--- config.mk ---
export PLATFORM = sky130hd
export DESIGN_NAME = dac_write_decoder
export DESIGN_NICKNAME = d
export VERILOG_FILES = /design/src/verilog/dac_decoder_pkg.sv /design/src/verilog/decode_if.sv /design/src/verilog/instr_decoder.sv /design/src/verilog/dac_write_decoder.sv
export VERILOG_INCLUDE_DIRS = /design/src /design/src/verilog
export SDC_FILE = /design/constraint.sdc
export NUM_CORES = 2
export LEC_CHECK = 0
export ABC_AREA = 1
export BUFFER_PORTS_ARGS = -buffer_cell sky130_fd_sc_hd__buf_4
export CORE_MARGIN = 2
export CORE_UTILIZATION = 31
export CTS_CLUSTER_SIZE = 40
export DETAILED_ROUTE_END_ITERATION = 7
export PLACE_DENSITY = 0.47
export SLEW_MARGIN = 20
export SYNTH_ARGS = -nofsm -noshare
export SYNTH_HDL_FRONTEND = slang
export SYNTH_SLANG_ARGS = --single-unit
--- constraint.sdc ---
create_clock -name sys_clk -period 66.8 [get_ports sys_clk]
set_clock_uncertainty 0.2 [all_clocks]
set_input_delay 3.34 -clock sys_clk [delete_from_list [all_inputs] [get_ports sys_clk]]
set_output_delay 3.34 -clock sys_clk [all_outputs]
set_load 0.03 [all_outputs]
--- src/verilog/dac_decoder_consts.svh ---
`ifndef DAC_DECODER_CONSTS_SVH
`define DAC_DECODER_CONSTS_SVH

// apb register byte offsets
`define REG_INSTR       12'h000
`define REG_STATUS      12'h004
`define REG_CTRL        12'h008
`define REG_RB_INDEX    12'h00c
`define REG_RB_DATA     12'h010

// instruction word fields
`define INSTR_DATA_LSB  0
`define INSTR_DATA_MSB  13
`define INSTR_ADDR_LSB  14
`define INSTR_ADDR_MSB  21
`define INSTR_SEL_LSB   22
`define INSTR_SEL_MSB   23

// address sub-fields
`define ADDR_GRP_LSB    4
`define ADDR_GRP_MSB    7
`define ADDR_REG_LSB    0
`define ADDR_REG_MSB    3

// special-function fields
`define SFR_STEP_MSB    6
`define SFR_DIR_BIT     8
`define SFR_PAD_LSB     9
`define SFR_RST_CODE    14'h3fff

// status and control bits
`define STAT_BUSY_BIT   0
`define STAT_GND_BIT    1
`define CTRL_REL_BIT    0
`define RB_CH_MSB       4
`define RB_KIND_LSB     5
`define RB_KIND_MSB     6

// power-on values and code limits
`define INPUT_RST       14'h0000
`define OFFSET_RST      14'h2000
`define GAIN_RST        13'h1fff
`define CORR_RST        14'h0000
`define CODE_MAX        14'h3fff
`define OFFSET_MID      18'sh02000
`define GAIN_SHIFT      13

// timing
`define SYS_CLK_MHZ     250
`define SOFT_RST_NS     95000

`endif

--- src/verilog/dac_decoder_pkg.sv ---
package dac_decoder_pkg;
    typedef enum logic [1:0] {
        DEST_SPECIAL,
        DEST_GAIN,
        DEST_OFFSET,
        DEST_INPUT
    } dest_e;

    typedef enum logic [1:0] {
        ST_IDLE,
        ST_DEC,
        ST_RUN,
        ST_SRST
    } state_e;

    typedef logic [13:0] code_t;
    typedef logic [12:0] gain_t;
endpackage

--- src/verilog/decode_if.sv ---
interface decode_if;
    import dac_decoder_pkg::*;
    logic [31:0] mask;
    dest_e       dest;
    code_t       data;
    logic        soft_rst;
    logic        sfr_ok;
    logic [6:0]  step;
    logic        step_up;

    modport dec (output mask, dest, data, soft_rst, sfr_ok, step, step_up);
    modport eng (input  mask, dest, data, soft_rst, sfr_ok, step, step_up);
endinterface

--- src/verilog/instr_decoder.sv ---
`include "dac_decoder_consts.svh"

module instr_decoder
    import dac_decoder_pkg::*;
(
    // clock and reset
    input  wire logic        sys_clk,
    input  wire logic        rst_n,
    input  wire logic        ce,
    // instruction in
    input  wire logic        load,
    input  wire logic [23:0] instr,
    // decoded out
    decode_if.dec            dq
);
    // register code to slot within group, 4'hf for none
    function automatic logic [3:0] slot_of(input logic [3:0] code);
        case (code)
            4'h0, 4'h1, 4'h2, 4'h3, 4'h4, 4'h5: slot_of = code;
            4'h8:    slot_of = 4'h6;
            4'h9:    slot_of = 4'h7;
            default: slot_of = 4'hf;
        endcase
    endfunction

    logic [31:0] mask_d,  mask_q;
    dest_e       dest_d,  dest_q;
    code_t       data_d,  data_q;
    logic        srst_d,  srst_q;
    logic        sfrok_d, sfrok_q;
    logic [7:0]  addr;
    logic [3:0]  grp;
    logic [3:0]  slot;
    logic [31:0] grp_mask;

    assign addr = instr[`INSTR_ADDR_MSB:`INSTR_ADDR_LSB];
    assign grp  = addr[`ADDR_GRP_MSB:`ADDR_GRP_LSB];
    assign slot = slot_of(addr[`ADDR_REG_MSB:`ADDR_REG_LSB]);

    // each group bit covers eight channels, one per slot
    genvar g;
    genvar s;
    generate
        for (g = 0; g < 4; g++) begin : g_grp
            for (s = 0; s < 8; s++) begin : g_slot
                assign grp_mask[g*8+s] = grp[g] && (slot == 4'(s));
            end
        end
    endgenerate

    always_comb begin
        data_d  = instr[`INSTR_DATA_MSB:`INSTR_DATA_LSB];
        dest_d  = dest_e'(instr[`INSTR_SEL_MSB:`INSTR_SEL_LSB]);
        mask_d  = (grp == 4'h0) ? 32'hffff_ffff : grp_mask;
        srst_d  = (dest_d == DEST_SPECIAL) && (data_d == `SFR_RST_CODE);
        sfrok_d = (data_d[`INSTR_DATA_MSB:`SFR_PAD_LSB] == 5'h00)
                  && (data_d[`SFR_DIR_BIT-1] == 1'b0);
    end

    always_ff @(posedge sys_clk or negedge rst_n) begin
        if (!rst_n) begin
            mask_q  <= 32'h0000_0000;
            dest_q  <= DEST_SPECIAL;
            data_q  <= 14'h0000;
            srst_q  <= 1'b0;
            sfrok_q <= 1'b0;
        end else if (ce && load) begin
            mask_q  <= mask_d;
            dest_q  <= dest_d;
            data_q  <= data_d;
            srst_q  <= srst_d;
            sfrok_q <= sfrok_d;
        end
    end

    assign dq.mask     = mask_q;
    assign dq.dest     = dest_q;
    assign dq.data     = data_q;
    assign dq.soft_rst = srst_q;
    assign dq.sfr_ok   = sfrok_q;
    assign dq.step     = data_q[`SFR_STEP_MSB:0];
    assign dq.step_up  = data_q[`SFR_DIR_BIT];
endmodule

--- src/verilog/dac_write_decoder.sv ---
// Register access over APB and the register offsets were decided locally.
`include "dac_decoder_consts.svh"

module dac_write_decoder
    import dac_decoder_pkg::*;
#(
    parameter int SOFT_RST_CYCLES = (`SOFT_RST_NS * `SYS_CLK_MHZ) / 1000
)(
    // clock, reset, enable
    input  wire logic        sys_clk,
    input  wire logic        nrst,
    input  wire logic        ce,
    // apb slave
    input  wire logic        psel,
    input  wire logic        penable,
    input  wire logic        pwrite,
    input  wire logic [11:0] paddr,
    input  wire logic [31:0] pwdata,
    output logic      [31:0] prdata,
    output logic             pready,
    output logic             pslverr,
    // status
    output logic             busy_n,
    output logic             at_ground
);
    localparam int CNT_W = $clog2(SOFT_RST_CYCLES + 1);

    // the counter, the storage and the instruction data field must agree
    generate
        if (SOFT_RST_CYCLES < 1) begin : g_chk
            $error("SOFT_RST_CYCLES must be at least one");
        end
        if (CNT_W > 31) begin : g_chk_cnt
            $error("SOFT_RST_CYCLES too large for the down-counter");
        end
        if ($bits(gain_t) != `GAIN_SHIFT) begin : g_chk_gain
            $error("gain code width does not match the gain shift");
        end
        if ($bits(code_t) != `INSTR_DATA_MSB - `INSTR_DATA_LSB + 1) begin : g_chk_code
            $error("code width does not match the instruction data field");
        end
    endgenerate

    // reset release synchroniser
    logic [1:0] rst_sync_q;
    logic       rst_n;

    always_ff @(posedge sys_clk or negedge nrst) begin
        if (!nrst) begin
            rst_sync_q <= 2'b00;
        end else begin
            rst_sync_q <= {rst_sync_q[0], 1'b1};
        end
    end
    assign rst_n = rst_sync_q[1];

    function automatic logic hit(input logic [11:0] a, input logic [11:0] off);
        hit = (a == off);
    endfunction

    // state
    state_e             state_d,  state_q;
    logic [4:0]         ch_d,     ch_q;
    logic [CNT_W-1:0]   cnt_d,    cnt_q;
    logic               busy_n_d, busy_n_q;
    logic               gnd_d,    gnd_q;
    logic [6:0]         rb_d,     rb_q;
    logic [31:0]        rdata_d,  rdata_q;
    logic               ready_d,  ready_q;
    logic               err_d,    err_q;

    // channel storage
    code_t              input_mem [32];
    code_t              offset_mem[32];
    gain_t              gain_mem  [32];
    code_t              corr_mem  [32];
    code_t              input_d   [32];
    code_t              offset_d  [32];
    gain_t              gain_d    [32];
    code_t              corr_d    [32];

    logic               commit;
    logic               wr_instr;
    logic               mem_we;
    logic               mem_clr;
    logic               mapped;
    logic               hit_instr;
    logic               hit_stat;
    logic               hit_ctrl;
    logic               hit_idx;
    logic               hit_rbd;
    code_t              new_in;
    code_t              new_off;
    gain_t              new_gain;
    code_t              new_corr;
    code_t              rb_val;
    logic [14:0]        inc_sum;
    logic [27:0]        prod;
    logic signed [17:0] corr_s;

    decode_if dif ();

    instr_decoder u_dec (
        .sys_clk (sys_clk),
        .rst_n   (rst_n),
        .ce      (ce),
        .load    (wr_instr),
        .instr   (pwdata[`INSTR_SEL_MSB:0]),
        .dq      (dif.dec)
    );

    // register map decode
    assign hit_instr = hit(paddr, `REG_INSTR);
    assign hit_stat  = hit(paddr, `REG_STATUS);
    assign hit_ctrl  = hit(paddr, `REG_CTRL);
    assign hit_idx   = hit(paddr, `REG_RB_INDEX);
    assign hit_rbd   = hit(paddr, `REG_RB_DATA);
    assign mapped    = hit_instr || hit_stat || hit_ctrl || hit_idx || hit_rbd;

    // apb access completes at the edge where ready_q is seen
    assign commit   = psel && penable && ready_q;
    // an instruction is taken only when its answer carries no error
    assign wr_instr = commit && pwrite && hit_instr && !err_q;

    // readback selection
    always_comb begin
        case (rb_q[`RB_KIND_MSB:`RB_KIND_LSB])
            2'h0:    rb_val = input_mem[rb_q[`RB_CH_MSB:0]];
            2'h1:    rb_val = offset_mem[rb_q[`RB_CH_MSB:0]];
            2'h2:    rb_val = {1'b0, gain_mem[rb_q[`RB_CH_MSB:0]]};
            default: rb_val = corr_mem[rb_q[`RB_CH_MSB:0]];
        endcase
    end

    // apb answer, registered one edge into the access phase
    always_comb begin
        ready_d = psel && penable && !ready_q;
        rdata_d = 32'h0000_0000;
        err_d   = 1'b0;
        if (ready_d) begin
            if (!mapped) begin
                err_d = 1'b1;
            end else if (pwrite) begin
                err_d = hit_stat || hit_rbd || (hit_instr && state_q != ST_IDLE);
            end else if (hit_stat) begin
                rdata_d[`STAT_BUSY_BIT] = !busy_n_q;
                rdata_d[`STAT_GND_BIT]  = gnd_q;
            end else if (hit_idx) begin
                rdata_d[`RB_KIND_MSB:0] = rb_q;
            end else if (hit_rbd) begin
                rdata_d[13:0] = rb_val;
            end
        end
    end

    // per-channel update for the channel under the engine
    always_comb begin
        new_in   = input_mem[ch_q];
        new_off  = offset_mem[ch_q];
        new_gain = gain_mem[ch_q];
        inc_sum  = {1'b0, input_mem[ch_q]} + {8'h00, dif.step};
        case (dif.dest)
            DEST_INPUT:  new_in   = dif.data;
            DEST_OFFSET: new_off  = dif.data;
            DEST_GAIN:   new_gain = dif.data[13:1];
            DEST_SPECIAL: begin
                if (dif.step_up) begin
                    new_in = inc_sum[14] ? `CODE_MAX : inc_sum[13:0];
                end else if ({7'h00, dif.step} > input_mem[ch_q]) begin
                    new_in = 14'h0000;
                end else begin
                    new_in = input_mem[ch_q] - {7'h00, dif.step};
                end
            end
            default: new_in = input_mem[ch_q];
        endcase
        // corrected = in * (gain+1) / 8192 + offset - 8192, clamped
        prod   = {14'h0000, new_in} * {14'h0000, {1'b0, new_gain} + 14'h0001};
        corr_s = $signed({3'b000, prod[27:`GAIN_SHIFT]}) + $signed({4'h0, new_off})
                 - `OFFSET_MID;
        // clamp to the code range
        if (corr_s < 0) begin
            new_corr = 14'h0000;
        end else if (corr_s > $signed({4'h0, `CODE_MAX})) begin
            new_corr = `CODE_MAX;
        end else begin
            new_corr = corr_s[13:0];
        end
    end

    // storage write strobes
    assign mem_we  = (state_q == ST_RUN) && dif.mask[ch_q]
                     && (dif.dest != DEST_SPECIAL || dif.sfr_ok);
    assign mem_clr = (state_q == ST_DEC) && dif.soft_rst;

    // engine
    always_comb begin
        state_d  = state_q;
        ch_d     = ch_q;
        cnt_d    = cnt_q;
        busy_n_d = busy_n_q;
        gnd_d    = gnd_q;
        rb_d     = rb_q;
        // readback index write
        if (commit && pwrite && hit_idx) begin
            rb_d = pwdata[`RB_KIND_MSB:0];
        end
        if (commit && pwrite && hit_ctrl && pwdata[`CTRL_REL_BIT]) begin
            gnd_d = 1'b0;
        end
        case (state_q)
            ST_IDLE: begin
                if (wr_instr) begin
                    state_d  = ST_DEC;
                    busy_n_d = 1'b0;
                end
            end
            ST_DEC: begin
                ch_d = 5'h00;
                // soft reset skips the channel sweep
                if (dif.soft_rst) begin
                    state_d = ST_SRST;
                    cnt_d   = CNT_W'(SOFT_RST_CYCLES - 1);
                    gnd_d   = 1'b1;
                end else begin
                    state_d = ST_RUN;
                end
            end
            ST_RUN: begin
                ch_d = ch_q + 5'h01;
                if (ch_q == 5'h1f) begin
                    state_d  = ST_IDLE;
                    busy_n_d = 1'b1;
                end
            end
            ST_SRST: begin
                // busy stays low while the counter runs down
                cnt_d = cnt_q - CNT_W'(1);
                if (cnt_q == '0) begin
                    state_d  = ST_IDLE;
                    busy_n_d = 1'b1;
                end
            end
            default: begin
                state_d  = ST_IDLE;
                busy_n_d = 1'b1;
            end
        endcase
    end

    // engine registers
    always_ff @(posedge sys_clk or negedge rst_n) begin
        if (!rst_n) begin
            state_q  <= ST_IDLE;
            ch_q     <= 5'h00;
            cnt_q    <= '0;
            busy_n_q <= 1'b1;
            gnd_q    <= 1'b0;
            rb_q     <= 7'h00;
        end else if (ce) begin
            state_q  <= state_d;
            ch_q     <= ch_d;
            cnt_q    <= cnt_d;
            busy_n_q <= busy_n_d;
            gnd_q    <= gnd_d;
            rb_q     <= rb_d;
        end
    end

    // apb answer registers
    always_ff @(posedge sys_clk or negedge rst_n) begin
        if (!rst_n) begin
            rdata_q <= 32'h0000_0000;
            ready_q <= 1'b0;
            err_q   <= 1'b0;
        end else if (ce) begin
            rdata_q <= rdata_d;
            ready_q <= ready_d;
            err_q   <= err_d;
        end
    end

    // next contents of the channel storage
    always_comb begin
        input_d  = input_mem;
        offset_d = offset_mem;
        gain_d   = gain_mem;
        corr_d   = corr_mem;
        if (mem_clr) begin
            for (int i = 0; i < 32; i++) begin
                input_d[i]  = `INPUT_RST;
                offset_d[i] = `OFFSET_RST;
                gain_d[i]   = `GAIN_RST;
                corr_d[i]   = `CORR_RST;
            end
        end else if (mem_we) begin
            input_d[ch_q]  = new_in;
            offset_d[ch_q] = new_off;
            gain_d[ch_q]   = new_gain;
            corr_d[ch_q]   = new_corr;
        end
    end

    // storage registers
    always_ff @(posedge sys_clk or negedge rst_n) begin
        if (!rst_n) begin
            for (int i = 0; i < 32; i++) begin
                input_mem[i]  <= `INPUT_RST;
                offset_mem[i] <= `OFFSET_RST;
                gain_mem[i]   <= `GAIN_RST;
                corr_mem[i]   <= `CORR_RST;
            end
        end else if (ce) begin
            input_mem  <= input_d;
            offset_mem <= offset_d;
            gain_mem   <= gain_d;
            corr_mem   <= corr_d;
        end
    end

    // outputs straight from registers
    assign prdata    = rdata_q;
    assign pready    = ready_q;
    assign pslverr   = err_q;
    assign busy_n    = busy_n_q;
    assign at_ground = gnd_q;
endmodule

==> run metrics <==
synthesized area 107000 um2; detailed-route via count between 100k and 150k; core area 345000 um2; layout cell share with drive strength beyond 1 0.107; Initial Utilization 0.311; cell depth of the worst flop-to-flop path 62; filler instances approximately 37000; Vias/cell about 5.6; kind of critical path reg2reg; Pwr per Cell Area approximately 42 nW/um2; count of cell types in the netlist 68; area delta synth->final 10.2%; Num CTS Buffers approximately 220; reg-to-reg slack, setup 49430 ps; outcome finished, final reports clean; Detail Route Antenna Nets 0; H-tree depth 4; Setup TNS Final 0 ps; Die Y 592 um; Die Width 592 um; worst reg2reg path startpoint ch_q[0]; Worst-path clk slew around 60 ps; max-slew violations 0; Worst setup EP type flip-flop; Worst-Skew Late Latency 960 ps; Synth Warn # 0; EDFF count, synth 0; final core utilization 0.342; Max VDD drop between 0.0001 and 0.00015 V; Max Clk Rate 0.0576 GHz; I/O pin total 86; number of hold buffers added after cts 0; CP Launch Type flip-flop; slowest cell delay on critical path 900 ps; DR DRC count 0; Syn Area/Cell 7.69 um2; global-route wire length before repair 710000 um; slowest CP cell buf_4; Syn Inst Count 13950; RD Place Congestion 0.952; CP dominant cell by count nand2_1; Multi-input gate area a little over 50000 um2; largest net degree at the start of global routing 189; Root Buffer clkbuf_16; Hold Vio Cnt, Final 0; peak fanout along the critical path 77; IO Port Bufs 59; Seq cells post-synth 1859; Slew @ Worst Pin 1260 ps; full die area 351000 um2; Critical Path RT 67410 ps; Top FF cell, synth dfrtp_1; leakage power figure 52.3 nW; Longest Clk Path Bufs 4; wire length after detailed routing 489000 um; wire per inst 27.1 um; max-cap viol count 0; Tot GR Track Use 0.273; Nets 13657; Register Area approximately 47000 um2; crit path DAT 17990 ps; post_cts resized 0; CTS tree built; Rel. slew slack 0.155; Async SR Flop Fraction 1.00; CTS sink count 1859; min-delay worst type reg2async; Period Utilization, post-route 0.260; DRT Pass-1 Iters 6; number of antenna violations at the first check in global routing 19; unrepaired setup endpoints after global routing no; Reg-to-Reg End corr_mem[300]; First DRT Iteration DRCs 12133; sequential share of the synthesized area 0.439; grt ovf 0; setup violators final 0; postcts setup bufs 0; vias in the first global route 97452; DP Wirelength 295000 um; min cycle time layout 17370 ps; row count about 220
## metal layers
metal / GRT usage / routed length, um / vias up
met5: 0.00352 / 32 / -
met4: 0.114 / 22800 / 6
met3: 0.0507 / 41900 / 892
met2: 0.415 / 211000 / 4472
met1: 0.380 / 213000 / 50545
li1: - / - / 45850
## area by class of cell
class	count	share of cell area
diodes	6	0.000127
clock buffers	343	0.0563
clock inverters	54	0.00461
inverters	1175	0.0377
multi-input cells	9711	0.430
flip-flops and latches	1859	0.398
well taps	4578	0.0484
repair buffers	348	0.0240
## report_power, final
group          total, mW  switching [mW]  internal [mW]
Combinational       2.60            1.84          0.759
Clock               1.23           0.532          0.702
Sequential          1.17          0.0165           1.15
## per-stage QoR
stage                     instance area, um2  setup WS, ps  total power [mW]  std cells  hold WS [ps]
after detailed placement              111000         49630              3.76      17670           136
final                                 118000         49430              5.00      18074           135
after CTS                             118000         49540              5.01      18067           161
after global placement                111000         49730              3.77      17670           135
after global routing                  118000         48130              5.35      18069           172
after floorplan                       107000         11730              2.96      13967           131
## registers in the layout, summed over array words and instances (netlist names), 2 cells and up
name           flops
corr_mem         448
u_dec.dq.mask     32
rb_q               7
u_dec.dq.data     14
prdata            14
offset_mem       448
state_q            2
input_mem        448
cnt_q             15
ch_q               5
gain_mem         416
rst_sync_q         2
u_dec.dq.dest      2
## cell usage in the layout, fill, tap and decap left out, types with 77 or more instances in the layout
cell	Yosys	layout
o22ai_1	668	668
a21oi_1	1169	1161
o21ai_0	2345	2345
a31oi_1	77	77
clkbuf_16	0	223
nor2_1	925	883
buf_4	64	330
ha_1	150	150
inv_1	1128	1114
dfstp_2	449	449
o211ai_1	142	142
nand2_1	2703	2670
nand3_1	754	754
dfrtp_1	1410	1402
fa_1	143	143
nand3_2	94	94
## cells in the mapped netlist, drive strengths merged, types with 5 or more instances
master | instances | share of area
nand2 | 2711 | 0.095
o21ai | 2417 | 0.11
dfrtp | 1410 | 0.33
a21oi | 1176 | 0.055
inv | 1152 | 0.040
nor2 | 942 | 0.033
nand3 | 848 | 0.044
clkbuf | 782 | 0.027
o22ai | 668 | 0.039
dfstp | 449 | 0.11
buf | 440 | 0.023
ha | 150 | 0.017
fa | 143 | 0.027
o211ai | 142 | 0.0099
a31oi | 77 | 0.0045
nand4 | 67 | 0.0053
a221oi | 47 | 0.0038
xor2 | 43 | 0.0037
a32o | 41 | 0.0038
nor3 | 36 | 0.0017
o221ai | 36 | 0.0029
nor4 | 35 | 0.0020
clkinv | 23 | 0.00080
or2 | 20 | 0.0012
a311oi | 17 | 0.0014
a211oi | 13 | 0.00091
o31ai | 9 | 0.00063
xnor2 | 8 | 0.00065
o311ai | 6 | 0.00049
o32ai | 6 | 0.00049
a22o | 5 | 0.00041
## cells by family (layout without fill, tap and decap cells)
family                     after synthesis  in the layout  synth area share
and+or+nand+nor                       4672           4672             0.184
buffers and inverters                 2397           1920            0.0914
DFF                                   1859           1859             0.439
AOI/OAI and AO/OA                     4676           4676             0.238
xor gates and xnor gates                51             51           0.00437
adders and majority gates              293            293            0.0442
other                                    2             25         0.0000700
## worst max-delay path, delay by kind of cell, from the launching register on
kind / cells / cell delay, ps
AOI/OAI and AO/OA: 17 / 3220
adders and majority gates: 10 / 4440
xor gates and xnor gates: 2 / 340
and+or+nand+nor: 22 / 3650
DFF: 1 / 840
buffers and inverters: 11 / 4130
## worst max path at each step
stage                  start            end  slack, ps  cells after the start
5_1_grt              ch_q[0]  corr_mem[300]      48130                     62
4_1_cts              ch_q[1]  corr_mem[300]      49540                     64
3_5_place_dp         ch_q[1]  corr_mem[286]      49630                     64
6_report             ch_q[0]  corr_mem[300]      49430                     62
2_1_floorplan  rst_sync_q[1]      at_ground      11730                      0
3_3_place_gp         ch_q[0]  corr_mem[286]      49730                     59
(Power assumes the default switching activity.)
